`config.mk`:
```
export PLATFORM = sky130hd
export DESIGN_NAME = tpu_top
export DESIGN_NICKNAME = d
export VERILOG_FILES = /design/src/logic/tpu_top.v
export VERILOG_INCLUDE_DIRS = /design/src /design/src/include
export SDC_FILE = /design/constraint.sdc
export NUM_CORES = 2
export LEC_CHECK = 0
export BUFFER_PORTS_ARGS = -buffer_cell sky130_fd_sc_hd__clkbuf_2
export CORE_ASPECT_RATIO = 0.8
export CORE_MARGIN = 8
export CORE_UTILIZATION = 30
export CTS_BUF_LIST = sky130_fd_sc_hd__clkbuf_4 sky130_fd_sc_hd__clkbuf_8
export DETAILED_ROUTE_END_ITERATION = 10
export PLACE_DENSITY = 0.5
export SLEW_MARGIN = 5
export SYNTH_ARGS = -nofsm -noshare
export SYNTH_HDL_FRONTEND = slang
export SYNTH_SLANG_ARGS = --single-unit
```
`constraint.sdc`:
```
create_clock -name pclk -period 5.7 [get_ports pclk]
set_input_delay 0.57 -clock pclk [delete_from_list [all_inputs] [get_ports pclk]]
set_output_delay 0.57 -clock pclk [all_outputs]
set_load 0.02 [all_outputs]
```
`src/include/tpu_consts.vh`:
```
// constants for the trigger processing unit
`ifndef TPU_CONSTS_VH
`define TPU_CONSTS_VH
// ==========================================================
// register byte offsets
`define TPU_REG_CMD 8'h00
`define TPU_REG_PORT 8'h04
`define TPU_REG_RAXIS 8'h08
`define TPU_REG_ROUT 8'h0C
`define TPU_REG_DLY01 8'h10
`define TPU_REG_DLY23 8'h14
`define TPU_REG_TIMER 8'h18
`define TPU_REG_SPACE 8'h1C
`define TPU_REG_ICSTART 8'h20
`define TPU_REG_ICINT 8'h24
`define TPU_REG_ICHYS 8'h28
`define TPU_REG_ICCTL 8'h2C
`define TPU_REG_PCLOAD 8'h30
`define TPU_REG_STATUS 8'h34
`define TPU_REG_COUNT 8'h38
// ==========================================================
// field positions
`define TPU_CMD_CLR_LOST 0
`define TPU_CMD_CLR_CNT 1
`define TPU_CMD_SW 4
`define TPU_F_MODE 0
`define TPU_F_BYP 4
`define TPU_F_TERM 8
`define TPU_F_OEN 12
`define TPU_F_LVL 16
`define TPU_F_EDGE 20
`define TPU_F_MASTER 16
`define TPU_F_PCT 16
`define TPU_F_PCS 20
`define TPU_F_DLY_HI 16
`define TPU_IC_EN 0
`define TPU_IC_PER 1
`define TPU_ST_LIN 0
`define TPU_ST_LOUT 4
`define TPU_ST_LOST 8
`define TPU_ST_GATE 9
// ==========================================================
// source codes and allowed-source masks per sink class
`define TPU_SRC_REF 5
`define TPU_SRC_PC 8
`define TPU_ALLOW_AXIS 16'h3FFE
`define TPU_ALLOW_OUT 16'h3FDE
`define TPU_ALLOW_PCT 16'h20FE
`define TPU_ALLOW_PCS 16'h1EFE
// ==========================================================
// reset values and timing
`define TPU_RST_ZERO 32'h0000_0000
`define TPU_SPACE_RST 32'h0000_0064
`define TPU_SAT 32'hFFFF_FFFF
`define TPU_CLK_MHZ 100
`define TPU_PULSE_US 2
`define TPU_PULSE_CYC (`TPU_PULSE_US * `TPU_CLK_MHZ)
// stretcher load: equals the pulse length so the high phase spans the full 2 us
`define TPU_PULSE_LOAD 8'hC8
`endif

```
`src/logic/tpu_top.v`:
```
// trigger processing unit: sources, routing matrix, outputs, acceptance, apb slave
//
// The implementer's own choices: the APB slave port and the address map.
`timescale 1ns/100ps
`default_nettype none
`include "tpu_consts.vh"
module tpu_top (
  // clock, reset, enable
  input wire pclk,
  input wire presetn,
  input wire ce,
  // apb slave
  input wire psel,
  input wire penable,
  input wire pwrite,
  input wire [7:0] paddr,
  input wire [31:0] pwdata,
  output reg [31:0] prdata,
  output reg pready,
  output reg pslverr,
  // trigger and encoder pins
  input wire [3:0] trig_in,
  input wire [3:0] ref_in,
  input wire enc_a,
  input wire enc_b,
  // axis one position, same clock
  input wire [31:0] pos_count,
  // trigger port outputs
  output wire [3:0] trig_out,
  output reg [3:0] trig_out_en,
  output reg [3:0] term_en,
  // packet side
  output reg [3:0] axis_trig,
  output reg packet_strobe,
  output reg [3:0] axis_valid,
  output reg [31:0] accept_count,
  output reg lost_trig
);
  // ==========================================================
  // configuration registers
  reg [31:0] port_cfg;
  reg [31:0] route_axis;
  reg [31:0] route_out;
  reg [31:0] dly01;
  reg [31:0] dly23;
  reg [31:0] tmr_period;
  reg [31:0] min_space;
  reg [31:0] ic_start;
  reg [31:0] ic_int;
  reg [31:0] ic_hys;
  reg [31:0] ic_ctl;
  reg [31:0] pc_load;
  reg [3:0] sw_ev;
  reg clr_lost;
  reg clr_cnt;
  reg pc_reload;
  wire wr_en = psel & penable & pwrite & pready;
  wire setup = psel & ~penable;
  wire [3:0] mode = port_cfg[`TPU_F_MODE +: 4];
  wire [3:0] bypass = port_cfg[`TPU_F_BYP +: 4];
  wire [3:0] edge_fall = port_cfg[`TPU_F_EDGE +: 4];
  wire [3:0] master = route_axis[`TPU_F_MASTER +: 4];
  wire [15:0] delay_cfg [0:3];
  assign delay_cfg[0] = dly01[15:0];
  assign delay_cfg[1] = dly01[`TPU_F_DLY_HI +: 16];
  assign delay_cfg[2] = dly23[15:0];
  assign delay_cfg[3] = dly23[`TPU_F_DLY_HI +: 16];

  // ==========================================================
  // input synchronisers; stage one feeds stage two only
  reg [3:0] tin_s1, tin_s2, tin_s3;
  reg [3:0] ref_s1, ref_s2, ref_s3;
  reg [1:0] ab_s1, ab_s2;
  reg gref_prev;
  always @(posedge pclk or negedge presetn) begin
    if (!presetn) begin
      tin_s1 <= 4'h0; tin_s2 <= 4'h0; tin_s3 <= 4'h0;
      ref_s1 <= 4'h0; ref_s2 <= 4'h0; ref_s3 <= 4'h0;
      ab_s1 <= 2'h0; ab_s2 <= 2'h0; gref_prev <= 1'b0;
    end else if (ce) begin
      tin_s1 <= trig_in; tin_s2 <= tin_s1; tin_s3 <= tin_s2;
      ref_s1 <= ref_in; ref_s2 <= ref_s1; ref_s3 <= ref_s2;
      ab_s1 <= {enc_b, enc_a}; ab_s2 <= ab_s1;
      gref_prev <= ref_s2[0] & ab_s2[0] & ab_s2[1];
    end
  end

  // reference edges, rising or falling per axis
  wire [3:0] ref_ev = (~edge_fall & ref_s2 & ~ref_s3) | (edge_fall & ~ref_s2 & ref_s3);
  wire gref_now = ref_s2[0] & ab_s2[0] & ab_s2[1];
  wire gref_ev = edge_fall[0] ? (~gref_now & gref_prev) : (gref_now & ~gref_prev);

  // ==========================================================
  // per-input delay lines; logical-mode inputs raise no trigger
  reg [3:0] in_ev;
  genvar gi;
  generate
    for (gi = 0; gi < 4; gi = gi + 1) begin : g_dly
      reg [15:0] dcnt;
      reg pend;
      wire rise = tin_s2[gi] & ~tin_s3[gi] & ~mode[gi];
      always @(posedge pclk or negedge presetn) begin
        if (!presetn) begin
          dcnt <= 16'h0000; pend <= 1'b0; in_ev[gi] <= 1'b0;
        end else if (ce) begin
          in_ev[gi] <= 1'b0;
          if (rise && delay_cfg[gi] == 16'h0000) begin
            in_ev[gi] <= 1'b1;
          end else if (rise && !pend) begin
            dcnt <= delay_cfg[gi];
            pend <= 1'b1;
          end else if (pend) begin
            dcnt <= dcnt - 16'h0001;
            if (dcnt == 16'h0001) begin
              pend <= 1'b0;
              in_ev[gi] <= 1'b1;
            end
          end
        end
      end
    end
  endgenerate

  // ==========================================================
  // periodic timer source; period zero disables it
  reg [31:0] tmr_cnt;
  reg tmr_ev;
  always @(posedge pclk or negedge presetn) begin
    if (!presetn) begin
      tmr_cnt <= `TPU_RST_ZERO; tmr_ev <= 1'b0;
    end else if (ce) begin
      tmr_ev <= 1'b0;
      if (tmr_period == `TPU_RST_ZERO || tmr_cnt >= tmr_period - 32'h0000_0001) begin
        tmr_cnt <= `TPU_RST_ZERO;
        tmr_ev <= (tmr_period != `TPU_RST_ZERO);
      end else begin
        tmr_cnt <= tmr_cnt + 32'h0000_0001;
      end
    end
  end

  // ==========================================================
  // interval counter: assumes axis one moves at most one step per cycle
  reg [31:0] ic_last;
  reg ic_started;
  reg ic_armed;
  reg ic_ev;
  wire ic_en = ic_ctl[`TPU_IC_EN];
  wire ic_per = ic_ctl[`TPU_IC_PER];
  wire at_last = (pos_count == ic_last) & ic_armed;
  wire at_next = ic_per & ic_started & (ic_int != `TPU_RST_ZERO) &
                 ((pos_count == ic_last + ic_int) | (pos_count == ic_last - ic_int));
  wire far = ($signed(pos_count - ic_last) >= $signed(ic_hys)) |
             ($signed(ic_last - pos_count) >= $signed(ic_hys));
  always @(posedge pclk or negedge presetn) begin
    if (!presetn) begin
      ic_last <= `TPU_RST_ZERO; ic_started <= 1'b0; ic_armed <= 1'b1; ic_ev <= 1'b0;
    end else if (ce) begin
      ic_ev <= 1'b0;
      if (!ic_en) begin
        ic_started <= 1'b0;
        ic_armed <= 1'b1;
      end else if (!ic_started) begin
        if (pos_count == ic_start) begin
          ic_started <= 1'b1;
          ic_last <= ic_start;
          ic_armed <= 1'b0;
          ic_ev <= 1'b1;
        end
      end else if (at_next || at_last) begin
        ic_last <= pos_count;
        ic_armed <= 1'b0;
        ic_ev <= 1'b1;
      end else if (far) begin
        ic_armed <= 1'b1;
      end
    end
  end

  // ==========================================================
  // source vectors and routing; illegal routes select nothing
  function pick;
    input [3:0] code;
    input [15:0] vec;
    input [15:0] allow;
    begin
      pick = vec[code] & allow[code];
    end
  endfunction

  wire [15:0] base_vec = {2'b00, tmr_ev, sw_ev, 1'b0, ic_ev, gref_ev, ref_ev[0], in_ev, 1'b0};
  reg pc_gate;
  reg [31:0] pc_remain;
  wire pc_trig = pick(route_out[`TPU_F_PCT +: 4], base_vec, `TPU_ALLOW_PCT);
  wire pc_start = pick(route_out[`TPU_F_PCS +: 4], base_vec, `TPU_ALLOW_PCS);
  wire pc_ev = pc_trig & pc_gate;
  wire [15:0] full_vec = base_vec | ({15'h0000, pc_ev} << `TPU_SRC_PC);

  // per-axis events, own reference pulse in the ref slot
  wire [3:0] ax_ev;
  wire [3:0] ax_ref;
  wire [3:0] out_ev;
  generate
    for (gi = 0; gi < 4; gi = gi + 1) begin : g_route
      wire [3:0] sel = route_axis[gi*4 +: 4];
      wire [15:0] own = (full_vec & ~(16'h0001 << `TPU_SRC_REF)) |
                        ({15'h0000, ref_ev[gi]} << `TPU_SRC_REF);
      assign ax_ev[gi] = pick(sel, own, `TPU_ALLOW_AXIS);
      assign ax_ref[gi] = (sel == `TPU_SRC_REF);
      assign out_ev[gi] = pick(route_out[gi*4 +: 4], full_vec, `TPU_ALLOW_OUT);
    end
  endgenerate

  // ==========================================================
  // pulse counter gate; reload while open extends the budget
  always @(posedge pclk or negedge presetn) begin
    if (!presetn) begin
      pc_gate <= 1'b0; pc_remain <= `TPU_RST_ZERO;
    end else if (ce) begin
      if (pc_gate && pc_reload) begin
        pc_remain <= pc_remain + pc_load - {31'h0000_0000, pc_ev};
      end else if (pc_gate && pc_ev) begin
        pc_remain <= pc_remain - 32'h0000_0001;
        if (pc_remain == 32'h0000_0001) begin
          pc_gate <= 1'b0;
        end
      end else if (!pc_gate && pc_start && pc_load != `TPU_RST_ZERO) begin
        pc_gate <= 1'b1;
        pc_remain <= pc_load;
      end
    end
  end

  // ==========================================================
  // master event; a reference master waits for every ref axis
  reg [3:0] seen;
  wire [3:0] seen_now = seen | ax_ev;
  wire m_is_ref = (master == `TPU_SRC_REF);
  wire m_ref_ev = (|ax_ref) & ((seen_now & ax_ref) == ax_ref) & (|(ax_ev & ax_ref));
  wire m_raw = m_is_ref ? m_ref_ev : pick(master, full_vec, `TPU_ALLOW_AXIS);
  reg [31:0] space_cnt;
  wire m_ok = m_raw & (space_cnt >= min_space);
  wire [3:0] by_master;
  generate
    for (gi = 0; gi < 4; gi = gi + 1) begin : g_mst
      assign by_master[gi] = (route_axis[gi*4 +: 4] == master);
    end
  endgenerate

  // acceptance, packet strobe, validity, counters
  always @(posedge pclk or negedge presetn) begin
    if (!presetn) begin
      space_cnt <= `TPU_SAT; seen <= 4'h0; packet_strobe <= 1'b0;
      axis_valid <= 4'h0; axis_trig <= 4'h0; accept_count <= `TPU_RST_ZERO;
      lost_trig <= 1'b0;
    end else if (ce) begin
      axis_trig <= ax_ev;
      packet_strobe <= m_ok;
      if (m_ok) begin
        space_cnt <= `TPU_RST_ZERO;
        axis_valid <= by_master | seen_now;
        seen <= 4'h0;
      end else begin
        seen <= seen_now;
        if (space_cnt != `TPU_SAT) begin
          space_cnt <= space_cnt + 32'h0000_0001;
        end
      end
      if (m_ok) begin
        accept_count <= accept_count + 32'h0000_0001;
      end else if (clr_cnt) begin
        accept_count <= `TPU_RST_ZERO;
      end
      // set beats a clear in the same cycle
      if (m_raw && !m_ok) begin
        lost_trig <= 1'b1;
      end else if (clr_lost) begin
        lost_trig <= 1'b0;
      end
    end
  end

  // ==========================================================
  // output pulse stretchers and port muxing
  reg [3:0] out_q;
  generate
    for (gi = 0; gi < 4; gi = gi + 1) begin : g_out
      reg [7:0] pcnt;
      always @(posedge pclk or negedge presetn) begin
        if (!presetn) begin
          pcnt <= 8'h00; out_q[gi] <= 1'b0;
        end else if (ce) begin
          if (mode[gi]) begin
            pcnt <= 8'h00;
            out_q[gi] <= port_cfg[`TPU_F_LVL + gi];
          end else if (out_ev[gi] && pcnt == 8'h00) begin
            pcnt <= `TPU_PULSE_LOAD;
            out_q[gi] <= 1'b1;
          end else if (pcnt != 8'h00) begin
            pcnt <= pcnt - 8'h01;
            out_q[gi] <= (pcnt != 8'h01);
          end else begin
            out_q[gi] <= 1'b0;
          end
        end
      end
    end
  endgenerate

  // bypass takes the raw pin so no clock jitter is added
  assign trig_out = (bypass & ~mode & trig_in) | (~(bypass & ~mode) & out_q);

  always @(posedge pclk or negedge presetn) begin
    if (!presetn) begin
      trig_out_en <= 4'h0; term_en <= 4'h0;
    end else if (ce) begin
      trig_out_en <= port_cfg[`TPU_F_OEN +: 4];
      term_en <= port_cfg[`TPU_F_TERM +: 4];
    end
  end

  // ==========================================================
  // apb slave: no wait states, errors on unmapped addresses
  reg [31:0] rd_mux;
  reg hit;
  always @* begin
    hit = 1'b1;
    rd_mux = `TPU_RST_ZERO;
    case (paddr)
      `TPU_REG_CMD: rd_mux = `TPU_RST_ZERO;
      `TPU_REG_PORT: rd_mux = port_cfg;
      `TPU_REG_RAXIS: rd_mux = route_axis;
      `TPU_REG_ROUT: rd_mux = route_out;
      `TPU_REG_DLY01: rd_mux = dly01;
      `TPU_REG_DLY23: rd_mux = dly23;
      `TPU_REG_TIMER: rd_mux = tmr_period;
      `TPU_REG_SPACE: rd_mux = min_space;
      `TPU_REG_ICSTART: rd_mux = ic_start;
      `TPU_REG_ICINT: rd_mux = ic_int;
      `TPU_REG_ICHYS: rd_mux = ic_hys;
      `TPU_REG_ICCTL: rd_mux = ic_ctl;
      `TPU_REG_PCLOAD: rd_mux = pc_load;
      `TPU_REG_STATUS: begin
        rd_mux[`TPU_ST_LIN +: 4] = tin_s2 & mode;
        rd_mux[`TPU_ST_LOUT +: 4] = out_q;
        rd_mux[`TPU_ST_LOST] = lost_trig;
        rd_mux[`TPU_ST_GATE] = pc_gate;
      end
      `TPU_REG_COUNT: rd_mux = accept_count;
      default: hit = 1'b0;
    endcase
  end

  // answer and register writes
  always @(posedge pclk or negedge presetn) begin
    if (!presetn) begin
      prdata <= `TPU_RST_ZERO; pready <= 1'b0; pslverr <= 1'b0;
      port_cfg <= `TPU_RST_ZERO; route_axis <= `TPU_RST_ZERO;
      route_out <= `TPU_RST_ZERO; dly01 <= `TPU_RST_ZERO; dly23 <= `TPU_RST_ZERO;
      tmr_period <= `TPU_RST_ZERO; min_space <= `TPU_SPACE_RST;
      ic_start <= `TPU_RST_ZERO; ic_int <= `TPU_RST_ZERO; ic_hys <= `TPU_RST_ZERO;
      ic_ctl <= `TPU_RST_ZERO; pc_load <= `TPU_RST_ZERO;
      sw_ev <= 4'h0; clr_lost <= 1'b0; clr_cnt <= 1'b0; pc_reload <= 1'b0;
    end else if (ce) begin
      pready <= setup;
      pslverr <= setup & ~hit;
      prdata <= (setup & ~pwrite) ? rd_mux : `TPU_RST_ZERO;
      sw_ev <= 4'h0;
      clr_lost <= 1'b0;
      clr_cnt <= 1'b0;
      pc_reload <= 1'b0;
      if (wr_en) begin
        case (paddr)
          `TPU_REG_CMD: begin
            sw_ev <= pwdata[`TPU_CMD_SW +: 4];
            clr_lost <= pwdata[`TPU_CMD_CLR_LOST];
            clr_cnt <= pwdata[`TPU_CMD_CLR_CNT];
          end
          `TPU_REG_PORT: port_cfg <= pwdata;
          `TPU_REG_RAXIS: route_axis <= pwdata;
          `TPU_REG_ROUT: route_out <= pwdata;
          `TPU_REG_DLY01: dly01 <= pwdata;
          `TPU_REG_DLY23: dly23 <= pwdata;
          `TPU_REG_TIMER: tmr_period <= pwdata;
          `TPU_REG_SPACE: min_space <= pwdata;
          `TPU_REG_ICSTART: ic_start <= pwdata;
          `TPU_REG_ICINT: ic_int <= pwdata;
          `TPU_REG_ICHYS: ic_hys <= pwdata;
          `TPU_REG_ICCTL: ic_ctl <= pwdata;
          `TPU_REG_PCLOAD: begin
            pc_load <= pwdata;
            pc_reload <= 1'b1;
          end
          default: pc_reload <= 1'b0;
        endcase
      end
    end
  end
endmodule // tpu_top
`default_nettype wire

```
==> out/results.txt <==
Outcome -> completed
Yosys reg bits -> 749
Crit path cell chain -> ha_1 > inv_1 > fa_2 > a21o_1 > a21o_1 > a2111oi_4 > buf_4 > o21ai_0 > a2111oi_1 > or3_1 > o31ai_1 > a21oi_2 > o21ai_2 > a221oi_2 > xnor2_1 > ha_1 > nand4_1 > or2_2 > or4_4 > nor4_4 > a211oi_2 > mux2i_1 > a41o_1 > a21oi_1
Clock latency on the worst-skew pair -> 0.87 ns
Syn Area/Cell -> 9.29 µm²
Crit path from -> ic_last[0]
Synthesized area -> 51600 µm²
Die extent in y -> 387 µm
Antenna Violating Nets Remaining -> 0
Crit path required time -> 6.50 ns
Largest net degree at the start of global routing -> 140
Fin crit period -> 5.53 ns
Power per cell area -> 245 nW/µm²
Main synth FF type -> dfrtp_1
Worst hold path stage count -> 3
Core area -> 171000 µm²
Flop-to-flop setup slack -> 0.17 ns
Filler cells -> 17700
Max FFs per register -> 64
GP Congestion -> 0.936
Register bank with the most flops -> g_dly.dcnt
Fraction of layout cells with a size suffix above 1 -> 0.204
CTS tree -> yes
HPWL Detailed -> 163 mm
Vias in the first global route -> 43900
Syn. warnings -> 0
Worst r2r dst -> ic_armed
Clk_skew -> 0.0369 ns
Hold endpoint -> ic_last[24]
Slew headroom -> 0.239
Remaining DRCs -> 0
CP Capture Type -> flop
Setup Fix Bufs, Post-CTS -> 0
Seq/Total Area, Yosys -> 0.364
Layout Utilization -> 0.344
Most common cell after layout, fill and taps aside -> dfrtp_1
P&R area growth vs syn -> 14.1%
Initial Util -> 0.301
CTS Buffer Depth -> 3
Overflow left after global routing -> 0
Worst-path clk slew -> 0.07 ns
First-pass GRT wire length -> 309 mm
Design area -> 58900 µm²
Syn Nets -> 5987
Number of synthesized flops with an enable pin -> 0
# IOs -> 176
Slowest-stage cell, CP -> or4_4
Setup-failing EPs final -> 0
Initial antenna violation count -> 18
Dpl ws -> -0.852 ns
Final nets -> 6199
Final Hold Vio Count -> 0
Leak -> 0.0266 µW
Max Clk Rate -> 0.181 GHz
CTS Root Cell -> clkbuf_8
Beginning of the worst hold path -> pos_count[24]
Tot GR Track Use -> 0.221
Max VDD drop -> 0.221 mV
Via density -> 5.64
DRT Pass-1 Iters -> 6
Critical Path Start Type -> flop
Post-Syn Instances -> 5554
Async set-reset flop share out of synthesis -> 1.00
Final Cycle Share -> 0.970
CTS Buf Count -> 133
Die ar. -> 186000 µm²
WP buf/inv -> 2
H-tree levels -> 4
Cell row count -> 136
Clock sink total -> 749
FF-to-FF Start -> ic_last[0]
DR WL/cell -> 26.1 µm
DR iter-0 viols -> 5368
Fin. max-slew vios -> 0
Yosys cell types -> 106
Max_cap viols -> 0
Drt total wl -> 213 mm
Worst Hold Class -> input pin to flop
Critical path peak fanout -> 3
Commonest cells after routing, fill and taps aside -> 712 x dfrtp_1, 431 x mux2_2, 416 x nor2_1
Fin worst setup slack -> 0.170 ns
CP top delay family -> compound AO/OA/AOI/OAI gates
R2r worst-path depth -> 24
Placed Area -> 55800 µm²
Worst slew pin tran -> 1.14 ns
WS Path Type -> flop to flop
Port bufs -> 175
Crit-path max cell delay -> 0.48 ns
Via total after detailed routing -> 46000
Worst EP arrival -> 6.33 ns
RSZ-0062 raised after global routing -> true
Die width -> 480 µm
-- cell families (layout without fill, tap and decap cells) --
| logic type | Yosys count | count (layout) | share of synthesized area |
|---|---|---|---|
| simple gates | 1490 | 1490 | 0.143 |
| compound gates | 1451 | 1451 | 0.190 |
| flops | 749 | 749 | 0.364 |
| buf+inv | 713 | 1024 | 0.0552 |
| mux | 537 | 537 | 0.117 |
| fa+ha+maj | 345 | 345 | 0.0844 |
| xor+xnor | 269 | 269 | 0.0459 |
| other cells | 0 | 8 | 0 |
-- power breakdown --
group / internal [µW] / leakage [µW] / switching (µW) / total, µW
Combinational: 1040 / 0.0153 / 1670 / 2700
Sequential: 5730 / 0.00979 / 435 / 6160
Clock: 3090 / 0.00152 / 2490 / 5580
Total: 9850 / 0.0266 / 4600 / 14400
-- worst register-to-register path: cells and delay by family, from the launching register on --
kind | cells | cell delay (ns)
AO/OA/AOI/OAI | 12 | 2.41
XOR/XNOR | 1 | 0.13
adder cells (fa/ha/maj) | 3 | 0.80
buffers and inverters | 2 | 0.22
flip-flops | 1 | 0.35
multiplexers | 1 | 0.18
AND/OR/NAND/NOR | 5 | 1.39
-- Yosys cell counts (25+ instances only) --
library cell	number	area [µm²]
o2bb2ai_1	34	298
a22oi_1	161	1210
or3_1	25	156
mux2i_1	94	941
o21ai_0	316	1580
dfstp_2	36	946
a21oi_1	290	1450
ha_1	340	4250
a21o_1	107	803
nor2_1	429	1610
o31ai_1	56	420
o21bai_1	32	240
a31oi_1	47	294
buf_1	53	199
a222oi_1	43	430
nand3_1	113	566
xnor2_1	173	1520
nor2b_1	60	375
dfrtp_1	713	17800
mux2_2	431	4850
nor4_1	88	551
nand2b_1	47	294
xor2_1	94	823
o21a_1	26	195
a211oi_1	64	480
nand4_1	95	594
inv_1	394	1480
nand2_1	299	1120
clkbuf_1	224	841
o211ai_1	29	218
nor3_1	130	651
and3_1	69	432
-- metal layers --
metal | global-route usage | routed length [µm]
met2 | 0.314 | 87700
met3 | 0.0579 | 19600
met4 | 0.0813 | 7870
met5 | 0.00258 | 81
met1 | 0.319 | 97700
-- stage by stage --
stage | std cells | setup TNS [ns] | power (µW) | hold slack, ns
after floorplan | 5554 | 0 | 7940 | 0.274
after global placement | 7896 | -0.758 | 8860 | 0.468
after detailed placement | 7896 | -0.852 | 8900 | 0.469
after CTS | 8142 | 0 | 14500 | 0.0614
after global routing | 8148 | -0.120 | 15200 | 0.119
final | 8150 | 0 | 14400 | 0.147
-- cell type report --
class                   instances  area (µm²)  share of cell area
multi-input cells            4092       30200               0.513
flip-flops and latches        749       18800               0.319
well taps                    2277        2850              0.0484
repair buffers                395        2680              0.0456
clock buffers                 212        2610              0.0443
inverters                     395        1490              0.0252
clock inverters                22         240             0.00408
diodes                          8        20.0            0.000340
-- worst max path at each step --
stage	to	slack, ns	cells after the start
floorplan	ic_armed	0.01	25
finish	ic_armed	0.17	24
global placement	ic_armed	-0.76	26
detailed placement	ic_armed	-0.85	26
global route	ic_armed	-0.12	24
CTS	ic_armed	0.02	29
-- what timing repair did --
action / in CTS / in global routing
gates cloned: 0 / 0
endpoints found under the hold margin: 92 / 0
setup endpoints to repair: 1 / 11
gates resized for setup: 10 / 14
hold buffers: 12 / 0
pin swaps: 4 / 11
Power figures use the tool's default switching activity.
